<file path="src/rtl/accdet_pkg.sv">
`default_nettype none
package accdet_pkg;
	// Register offsets
	localparam logic [7:0] OFS_JACK_STS   = 8'hc0;
	localparam logic [7:0] OFS_BTN_STS    = 8'hc1;
	localparam logic [7:0] OFS_JACK_EVT   = 8'hc2;
	localparam logic [7:0] OFS_BTN_EVT    = 8'hc3;
	localparam logic [7:0] OFS_JACK_MASK  = 8'hc4;
	localparam logic [7:0] OFS_BTN_MASK   = 8'hc5;
	localparam logic [7:0] OFS_CFG_MAIN   = 8'hc6;
	localparam logic [7:0] OFS_CFG_TIMING = 8'hc7;
	localparam logic [7:0] OFS_THR_AD     = 8'hc8;
	localparam logic [7:0] OFS_THR_DB     = 8'hc9;
	localparam logic [7:0] OFS_THR_BC     = 8'hca;
	localparam logic [7:0] OFS_THR_CM     = 8'hcb;
	localparam logic [7:0] OFS_FORCE_AVG  = 8'hcc;
	localparam logic [7:0] OFS_HPTEST     = 8'hcd;
	// Reset values
	localparam logic [7:0] CFG_MAIN_RST   = 8'hd6;
	localparam logic [7:0] CFG_TIMING_RST = 8'h34;
	localparam logic [7:0] THR_AD_RST     = 8'h0a;
	localparam logic [7:0] THR_DB_RST     = 8'h16;
	localparam logic [7:0] THR_BC_RST     = 8'h21;
	localparam logic [7:0] THR_CM_RST     = 8'h3e;
	localparam logic [7:0] FORCE_AVG_RST  = 8'h01;
	// Field positions and write masks
	localparam int unsigned FLAG_W         = 8;
	localparam int unsigned EVT_INSERT_BIT = 0;
	localparam int unsigned EVT_REMOVE_BIT = 1;
	localparam int unsigned EVT_DONE_BIT   = 2;
	localparam int unsigned CFG_EN_BIT     = 0;
	localparam int unsigned CFG_BTN_LSB    = 1;
	localparam int unsigned CFG_BTN_MSB    = 3;
	localparam int unsigned CFG_KIND_BIT   = 6;
	localparam int unsigned CFG_ORDER_BIT  = 7;
	localparam int unsigned TIM_PAUSE_BIT  = 0;
	localparam int unsigned FRC_ORDER_BIT  = 4;
	localparam int unsigned FRC_KIND_BIT   = 5;
	localparam logic [7:0] JACK_FLAG_MASK = 8'h07;
	localparam logic [7:0] FORCE_WR_MASK  = 8'h3f;
	localparam logic [2:0] BTN_OFF        = 3'h0;
	// Timing
	localparam int unsigned CLK_PERIOD_NS     = 10;
	localparam int unsigned NS_PER_MS         = 1000000;
	localparam int unsigned CYCLES_PER_MS_DEF = NS_PER_MS / CLK_PERIOD_NS;
	localparam int unsigned BTN_INTERVAL_MS [0:7] =
		'{0, 2, 5, 10, 50, 100, 200, 500};
	typedef enum logic [1:0] {
		SEQ_IDLE    = 2'b00,
		SEQ_DETECT  = 2'b01,
		SEQ_PRESENT = 2'b11
	} jack_seq_t;
endpackage : accdet_pkg
`default_nettype wire

</file>
<file path="src/rtl/flag_bank_if.sv">
`default_nettype none
interface flag_bank_if import accdet_pkg::*; ();
	logic [FLAG_W-1:0] set;
	logic [FLAG_W-1:0] clr;
	logic [FLAG_W-1:0] flags;
	modport owner (input set, input clr, output flags);
	modport user (output set, output clr, input flags);
endinterface : flag_bank_if
`default_nettype wire

</file>
<file path="src/rtl/event_flag_bank.sv">
`default_nettype none
module event_flag_bank import accdet_pkg::*; (
	input  wire logic  ref_clk,
	input  wire logic  reset,
	flag_bank_if.owner bank
);
	typedef struct packed {
		logic [FLAG_W-1:0] flags;
	} bank_state_t;
	bank_state_t q;
	bank_state_t d;

	always_comb begin
		d = q;
		// set beats write-one clear
		d.flags = (q.flags & ~bank.clr) | bank.set;
	end

	always_ff @(posedge ref_clk or posedge reset) begin
		if (reset) begin
			q <= '0;
		end else begin
			q <= d;
		end
	end

	assign bank.flags = q.flags;
endmodule : event_flag_bank
`default_nettype wire

</file>
<file path="src/rtl/interval_timer.sv">
`default_nettype none
module interval_timer (
	input  wire logic        ref_clk,
	input  wire logic        reset,
	input  wire logic        run,
	input  wire logic [31:0] period,
	output var  logic        tick
);
	typedef struct packed {
		logic [31:0] cnt;
		logic        tick;
	} timer_state_t;
	timer_state_t q;
	timer_state_t d;

	always_comb begin
		d = q;
		d.tick = 1'b0;
		if (!run) begin
			d.cnt = '0;
		end else if (q.cnt >= period - 32'd1) begin
			d.cnt = '0;
			d.tick = 1'b1;
		end else begin
			d.cnt = q.cnt + 32'd1;
		end
	end

	always_ff @(posedge ref_clk or posedge reset) begin
		if (reset) begin
			q <= '0;
		end else begin
			q <= d;
		end
	end

	assign tick = q.tick;
endmodule : interval_timer
`default_nettype wire

</file>
<file path="src/rtl/accessory_detect_status_irq.sv">
`default_nettype none
// Function
// Status bit 0 shows jack present
// Status bit 1 shows four-contact kind
// Status bit 2 shows four-contact pin order
// Software ignores kind/order before completion
// Bit 3 mic supply, auto-on four-contact
// Second status holds last button code
// Insertion sets jack event bit 0
// Removal sets jack event bit 1
// Detection end sets jack event bit 2
// Presses A..D set button bits 0..3
// Releases D..A set button bits 4..7
// Flags clear only by writing one
// One mask bit per event, one masks
// Jack masks at bits 0, 1, 2
// Button masks match button event bits
// Enable bit off stops jack events
// Pause stops button checks, not jack
// Interval field selects button period
// Kind detect or forced kind used
// Interrupt when unmasked flag set
module accessory_detect_status_irq import accdet_pkg::*; #(
	parameter int unsigned CYCLES_PER_MS = CYCLES_PER_MS_DEF
) (
	input  wire logic       ref_clk,
	input  wire logic       reset,
	input  wire logic [7:0] reg_addr,
	input  wire logic       reg_wr,
	input  wire logic       reg_rd,
	input  wire logic [7:0] reg_wdata,
	output var  logic [7:0] reg_rdata,
	input  wire logic       jack_present,
	input  wire logic       detect_done,
	input  wire logic       detected_kind,
	input  wire logic       detected_order,
	input  wire logic       button_code_valid,
	input  wire logic [7:0] button_code,
	input  wire logic [3:0] button_press,
	input  wire logic [3:0] button_release,
	input  wire logic       hptest_comp,
	output var  logic       irq,
	output var  logic       micbias_en,
	output var  logic       kind_detect_req,
	output var  logic       button_measure_req,
	output var  logic [7:0] cfg_main,
	output var  logic [7:0] cfg_timing,
	output var  logic [7:0] thr_a_d,
	output var  logic [7:0] thr_d_b,
	output var  logic [7:0] thr_b_c,
	output var  logic [7:0] thr_c_mic,
	output var  logic [7:0] force_avg,
	output var  logic [2:0] hptest_ctrl
);
	typedef struct packed {
		jack_seq_t  seq;
		logic       present;
		logic       kind;
		logic       order;
		logic       micbias;
		logic       kind_req;
		logic       irq;
		logic [7:0] btn_code;
		logic [7:0] jmask;
		logic [7:0] bmask;
		logic [7:0] cfg_main;
		logic [7:0] cfg_timing;
		logic [7:0] thr_ad;
		logic [7:0] thr_db;
		logic [7:0] thr_bc;
		logic [7:0] thr_cm;
		logic [7:0] force_avg;
		logic [2:0] hptest;
		logic [7:0] rdata;
	} main_state_t;

	main_state_t       q;
	main_state_t       d;
	logic [FLAG_W-1:0] jack_set;
	logic [FLAG_W-1:0] btn_set;
	logic [7:0]        rd_mux;
	logic              en;
	logic              pause;
	logic              kind_det_en;
	logic              order_det_en;
	logic              force_kind;
	logic              force_order;
	logic [2:0]        btn_sel;
	logic              btn_active;
	logic              timer_run;
	logic [31:0]       period;

	flag_bank_if jack_if ();
	flag_bank_if btn_if ();

	assign en           = q.cfg_main[CFG_EN_BIT];
	assign pause        = q.cfg_timing[TIM_PAUSE_BIT];
	assign kind_det_en  = q.cfg_main[CFG_KIND_BIT];
	assign order_det_en = q.cfg_main[CFG_ORDER_BIT];
	assign force_kind   = q.force_avg[FRC_KIND_BIT];
	assign force_order  = q.force_avg[FRC_ORDER_BIT];
	assign btn_sel      = q.cfg_main[CFG_BTN_MSB:CFG_BTN_LSB];

	// checking runs only while not paused
	assign btn_active = (q.seq == SEQ_PRESENT) && q.kind && en && !pause;
	// zero interval stops the checks
	assign timer_run = btn_active && (btn_sel != BTN_OFF);
	assign period = 32'(BTN_INTERVAL_MS[btn_sel] * CYCLES_PER_MS);

	interval_timer u_btn_timer (
		.ref_clk (ref_clk),
		.reset   (reset),
		.run     (timer_run),
		.period  (period),
		.tick    (button_measure_req)
	);

	// press A..D onto bits 0..3
	// release A lands on bit 7
	assign btn_set = btn_active ? {button_release[0], button_release[1],
		button_release[2], button_release[3], button_press} : '0;

	assign jack_if.set = jack_set;
	assign btn_if.set  = btn_set;
	// only written ones acknowledge
	assign jack_if.clr = (reg_wr && reg_addr == OFS_JACK_EVT) ?
		(reg_wdata & JACK_FLAG_MASK) : '0;
	assign btn_if.clr = (reg_wr && reg_addr == OFS_BTN_EVT) ? reg_wdata : '0;

	event_flag_bank u_jack_flags (
		.ref_clk (ref_clk),
		.reset   (reset),
		.bank    (jack_if.owner)
	);

	event_flag_bank u_btn_flags (
		.ref_clk (ref_clk),
		.reset   (reset),
		.bank    (btn_if.owner)
	);

	// Read data; unmapped offsets return zero
	always_comb begin
		case (reg_addr)
			// present, R2: kind, R3: order, R5: supply
			OFS_JACK_STS:   rd_mux = {4'h0, q.micbias, q.order, q.kind,
				q.present};
			// last button code
			OFS_BTN_STS:    rd_mux = q.btn_code;
			OFS_JACK_EVT:   rd_mux = jack_if.flags;
			OFS_BTN_EVT:    rd_mux = btn_if.flags;
			OFS_JACK_MASK:  rd_mux = q.jmask;
			OFS_BTN_MASK:   rd_mux = q.bmask;
			OFS_CFG_MAIN:   rd_mux = q.cfg_main;
			OFS_CFG_TIMING: rd_mux = q.cfg_timing;
			OFS_THR_AD:     rd_mux = q.thr_ad;
			OFS_THR_DB:     rd_mux = q.thr_db;
			OFS_THR_BC:     rd_mux = q.thr_bc;
			OFS_THR_CM:     rd_mux = q.thr_cm;
			OFS_FORCE_AVG:  rd_mux = q.force_avg;
			OFS_HPTEST:     rd_mux = {3'h0, hptest_comp, 1'b0, q.hptest};
			default:        rd_mux = 8'h00;
		endcase
	end

	always_comb begin
		d = q;
		d.kind_req = 1'b0;
		jack_set = '0;
		if (!en) begin
			// disabled, no jack tracking or events
			d.seq = SEQ_IDLE;
			d.present = 1'b0;
			d.kind = 1'b0;
			d.order = 1'b0;
			d.micbias = 1'b0;
		end else if (q.seq != SEQ_IDLE && !jack_present) begin
			// removal flag and status cleared
			jack_set[EVT_REMOVE_BIT] = 1'b1;
			d.seq = SEQ_IDLE;
			d.present = 1'b0;
			d.kind = 1'b0;
			d.order = 1'b0;
			d.micbias = 1'b0;
		end else begin
			case (q.seq)
				SEQ_IDLE: begin
					if (jack_present) begin
						// insertion flag and presence
						jack_set[EVT_INSERT_BIT] = 1'b1;
						d.present = 1'b1;
						// measured or forced kind
						if (kind_det_en) begin
							d.kind_req = 1'b1;
							d.seq = SEQ_DETECT;
						end else begin
							d.kind = force_kind;
							d.order = force_kind & force_order;
							d.micbias = force_kind;
							jack_set[EVT_DONE_BIT] = 1'b1;
							d.seq = SEQ_PRESENT;
						end
					end
				end
				SEQ_DETECT: begin
					if (detect_done) begin
						// completion flag with kind and order
						jack_set[EVT_DONE_BIT] = 1'b1;
						d.kind = detected_kind;
						d.order = detected_kind & (order_det_en ?
							detected_order : force_order);
						// supply on for four-contact
						d.micbias = detected_kind;
						d.seq = SEQ_PRESENT;
					end
				end
				SEQ_PRESENT: d.seq = SEQ_PRESENT;
				default: d.seq = SEQ_IDLE;
			endcase
		end
		// capture newest button code
		if (en && button_code_valid) begin
			d.btn_code = button_code;
		end
		if (reg_wr) begin
			case (reg_addr)
				// jack masks at bits 2:0
				OFS_JACK_MASK:  d.jmask = reg_wdata & JACK_FLAG_MASK;
				// button masks share event layout
				OFS_BTN_MASK:   d.bmask = reg_wdata;
				OFS_CFG_MAIN:   d.cfg_main = reg_wdata;
				OFS_CFG_TIMING: d.cfg_timing = reg_wdata;
				OFS_THR_AD:     d.thr_ad = reg_wdata;
				OFS_THR_DB:     d.thr_db = reg_wdata;
				OFS_THR_BC:     d.thr_bc = reg_wdata;
				OFS_THR_CM:     d.thr_cm = reg_wdata;
				OFS_FORCE_AVG:  d.force_avg = reg_wdata & FORCE_WR_MASK;
				OFS_HPTEST:     d.hptest = reg_wdata[2:0];
				default:        d.hptest = q.hptest;
			endcase
		end
		if (reg_rd) begin
			d.rdata = rd_mux;
		end
		// masked events raise nothing
		// any unmasked flag raises the request
		d.irq = (|(jack_if.flags & ~q.jmask)) || (|(btn_if.flags & ~q.bmask));
	end

	always_ff @(posedge ref_clk or posedge reset) begin
		if (reset) begin
			q <= '0;
			q.seq <= SEQ_IDLE;
			q.cfg_main <= CFG_MAIN_RST;
			q.cfg_timing <= CFG_TIMING_RST;
			q.thr_ad <= THR_AD_RST;
			q.thr_db <= THR_DB_RST;
			q.thr_bc <= THR_BC_RST;
			q.thr_cm <= THR_CM_RST;
			q.force_avg <= FORCE_AVG_RST;
		end else begin
			q <= d;
		end
	end

	assign reg_rdata       = q.rdata;
	assign irq             = q.irq;
	assign micbias_en      = q.micbias;
	assign kind_detect_req = q.kind_req;
	assign cfg_main        = q.cfg_main;
	assign cfg_timing      = q.cfg_timing;
	assign thr_a_d         = q.thr_ad;
	assign thr_d_b         = q.thr_db;
	assign thr_b_c         = q.thr_bc;
	assign thr_c_mic       = q.thr_cm;
	assign force_avg       = q.force_avg;
	assign hptest_ctrl     = q.hptest;
endmodule : accessory_detect_status_irq
`default_nettype wire

</file>
<file path="config.mk">
export PLATFORM = sky130hd
export DESIGN_NAME = accessory_detect_status_irq
export DESIGN_NICKNAME = d
export VERILOG_FILES = /design/src/rtl/accdet_pkg.sv /design/src/rtl/flag_bank_if.sv /design/src/rtl/event_flag_bank.sv /design/src/rtl/interval_timer.sv /design/src/rtl/accessory_detect_status_irq.sv
export SDC_FILE = /design/constraint.sdc
export NUM_CORES = 1
export LEC_CHECK = 0
export BUFFER_PORTS_ARGS = -buffer_cell sky130_fd_sc_hd__buf_4
export CAP_MARGIN = 15
export CORE_ASPECT_RATIO = 1.25
export CORE_MARGIN = 4
export CORE_UTILIZATION = 55
export DETAILED_ROUTE_END_ITERATION = 6
export PLACE_DENSITY_LB_ADDON = 0.15
export SYNTH_ARGS = -nofsm -noshare
export SYNTH_HDL_FRONTEND = slang
export SYNTH_HIERARCHICAL = 1
export SYNTH_SLANG_ARGS = --single-unit
</file>
<file path="constraint.sdc">
create_clock -name ref_clk -period 8.45 [get_ports ref_clk]
set_input_delay 0.845 -clock ref_clk [delete_from_list [all_inputs] [get_ports ref_clk]]
set_output_delay 0.845 -clock ref_clk [all_outputs]
set_load 0.01 [all_outputs]
</file>
==> metrics.md <==
| Metric | Value |
|---|---|
| Result of the run | complete, no violations |
| Max VDD drop | 0.129 mV |
| Final Cell Area | 12200 um2 |
| Most numerous cell on the critical path | sky130_fd_sc_hd__ha_1 |
| Master of the slowest instance on the critical path | sky130_fd_sc_hd__dfstp_2 |
| I/O pins | 113 |
| Filler cells | 1693 |
| Fraction of final layout cells with drive strength greater than 1 | 19.0% |
| Smallest hold slack | 413 ps |
| Maximum clock frequency | 0.125 GHz |
| Cell Int Power | 1.34 mW |
| Clock network power share | 45.2% |
| Critical path startpoint | cfg_main[2]$_DFFE_PP1P_ |
| PwrDens | 152 nW/um2 |
| Die height | 165 um |
| Worst path required time | 8740 ps |
| Proportion of register bits with asynchronous set or reset after synthesis | 100% |
| # nets final | 1349 |
| Post-place instance area | 11500 um2 |
| Vias in the first global route | 8479 |
| Relative area change from synthesis to final layout | 12.8% |
| Standard-cell rows | 57 |
| Most repeated cell in the gate-level netlist after synthesis | sky130_fd_sc_hd__dfrtp_1 |
| Cell type with the largest total area after synthesis | sky130_fd_sc_hd__dfrtp_1 |
| Number of buffers added by the clock tree synthesis step | 17 |
| Overall Global Routing Usage | 26.3% |
| Synth Cell Area | 10800 um2 |
| Logic gate share of total power | 15.3% |
| Number of antenna diodes | 0 |
| Routed via count | 8370 |
| Clk root buf | sky130_fd_sc_hd__clkbuf_16 |
| Primary flip-flop cell chosen by synthesis mapping | sky130_fd_sc_hd__dfrtp_1 |
| Core ar. | 19400 um2 |
| Post-DP HPWL | 21900 um |
| Commonest cells post-synth | sky130_fd_sc_hd__dfrtp_1 (119), sky130_fd_sc_hd__ha_1 (111), sky130_fd_sc_hd__inv_1 (83), sky130_fd_sc_hd__buf_4 (71), sky130_fd_sc_hd__mux2_1 (56) |
| Number of flops mapped to enable cells by yosys | 0 |
| Synth top area cells | sky130_fd_sc_hd__dfrtp_1 (27%), sky130_fd_sc_hd__ha_1 (13%), sky130_fd_sc_hd__mux2_1 (5.8%) |
| Switching portion of total power | 28.0% |
| Crit path setup slack, layout | 433 ps |
| Final total power | 1.86 mW |
| Max transition margin | 50.6% |
| Pre-CTS WS | 317 ps |
| Yosys warning total | 6 |
| Horizontal die dimension | 134 um |
| Global-route wire length before repair | 45200 um |
| Total negative setup slack | 0 ps |
| Endpoint arrival time on the critical path | 8310 ps |
| Number of cells after detailed placement | 1429 |
| Gr ovfl total | 0 |
| Max Buffers Root-to-Sink | 2 |
| Post-route antenna net violation count | 0 |
| Final routed wire length divided by cell count | 19.5 um |
| Number of cells produced by synthesis | 1110 |
| Static Leak | 6.17 nW |
| Final count of pins violating max slew | 0 |
| DRT Pass-1 Iters | 5 |
| Kind of cell adding the most delay to the critical path | simple AND/OR/NAND/NOR gates |
| Sequential share of power | 39.6% |
| Pin count of the biggest net entering global routing | 50 |
| Total Die Area | 22000 um2 |
| Number of port buffers | 110 |
| Fraction of post-synthesis cell area in the top cell type by area | 27.5% |
| Category of the most critical setup path | register to register |
| CP Capture Type | register |
| Switch Pwr | 521 uW |
| Per-instance average area after synthesis | 9.77 um2 |
| Number of H-tree levels | 4 |
| # clock sinks | 140 |
| Buf+Inv Stages, Crit Path | 2 |
| Clock tree from TritonCTS | built |
| Final clock period utilization by the worst path | 94.9% |
| Clock network latency to the later pin of the worst-skew pair | 430 ps |
| Share of the core filled with cells | 63.1% |
| Worst clock skew on the final layout | 10.1 ps |
| Initial Utilization | 55.9% |
| Remaining routing DRC violations | 0 |
| Critical Path Source Type | register |
| Post-synthesis sequential area ratio | 32.6% |
| Number of endpoints with negative hold slack in the final report | 0 |
| Flip-flop and latch count after synthesis | 140 |
| Delay of the slowest cell on the worst path | 610 ps |
| Initial antenna violation count | 0 |
| RR Startpoint | cfg_main[2]$_DFFE_PP1P_ |
| Clock-pin slew on the worst setup and hold paths | 70 ps |
| Detailed-route vias per instance | 5.72 |
| Total Wirelength | 28600 um |
| Routability Congestion | 0.931 |
| Maximum net fanout on the critical path | 33 |
| # setup viols final | 0 |
| Min-delay worst type | primary input to asynchronous set/reset pin |
| Post-layout minimum cycle time | 8020 ps |
| Non-Filler Instances | 1463 |
| Worst-margin pin slew | 738 ps |
| Number of DRC markers in iteration 0 | 603 |
| Netlist cell types | 78 |
| Max-capacitance violation count | 0 |
==> registers in the layout, indices dropped and copies added (netlist names) <==
| register | flops |
|---|---|
| u_btn_timer/tick | 1 |
| thr_d_b | 8 |
| reg_rdata | 8 |
| hptest_ctrl | 3 |
| cfg_main | 8 |
| u_jack_flags/bank.flags | 8 |
| thr_a_d | 8 |
| kind_detect_req | 1 |
| thr_c_mic | 8 |
| u_btn_timer/q | 32 |
| irq | 1 |
| q | 24 |
| thr_b_c | 8 |
| u_btn_flags/bank.flags | 8 |
| cfg_timing | 8 |
| force_avg | 6 |
==> final timing paths <==
kind                                                       end  depth (start not counted)  slack (ps)
hold / removal             u_btn_flags/bank.flags[5]$_DFF_PP0_                          2         410
setup reg to reg                   u_btn_timer/q[11]$_DFF_PP0_                         27         430
setup / recovery                   u_btn_timer/q[11]$_DFF_PP0_                         27         430
max in group asynchronous                    q[96]$_DFFE_PP0P_                          3        6810
min in group ref_clk                  reg_rdata[2]$_DFFE_PP0P_                          1         500
hold reg to reg                       reg_rdata[2]$_DFFE_PP0P_                          1         500
==> routing by layer <==
layer | vias up | routed length, um | GRT usage [%]
met2 | 209 | 15300 | 49.6
met3 | 59 | 1050 | 4.11
met5 | - | 0 | 0
met4 | 0 | 1060 | 10.2
met1 | 4103 | 11200 | 29.8
li1 | 3999 | - | -
==> area by class of cell <==
class	count	area, um2	share of cell area [%]
Multi-Input combinational cell	817	6440	52.6
Sequential cell	140	3530	28.9
Timing Repair Buffer	123	948	7.75
Clock buffer	17	425	3.48
Tap cell	265	332	2.71
Inverter	86	324	2.65
Clock inverter	15	239	1.95
==> cell families after synthesis <==
family	Yosys count	share of synthesized area [%]
adders and majority gates	122	14.8
xor gates and xnor gates	75	6.20
muxes	98	10.4
buffers and inverters	191	9.56
DFF	140	32.6
other	1	0.0346
and+or+nand+nor	317	15.7
AOI/OAI and AO/OA	166	10.6
==> what timing repair did <==
action	4_1_cts	5_1_grt
gates resized for setup	0	4
endpoints found under the setup margin	0	33
hold buffers	0	0
setup buffers	0	2
==> cell usage in the layout, fill, tap and decap left out, drive strengths merged, types with 14 or more instances in the layout <==
cell type and n:
mux2i 16, xor2 24, a21o 21, xnor2 50, nor4 19, nand2 53
nand4 14, and2 20, and3 30, buf 123, a21oi 36, nand3 40
ha 111, conb 39, dfrtp 119, dfstp 21, mux2 78, inv 95
nor3 51, nor2 52, clkbuf 17, o21ai 27
==> power by group through the flow <==
stage	logic, mW	registers (mW)	clock network [mW]
after detailed placement	0.280	0.749	0
final	0.284	0.737	0.841
after floorplan	0.208	0.736	0
after global routing	0.317	0.740	0.881
after CTS	0.282	0.737	0.853
after global placement	0.275	0.748	0
Power figures use the tool's default switching activity.
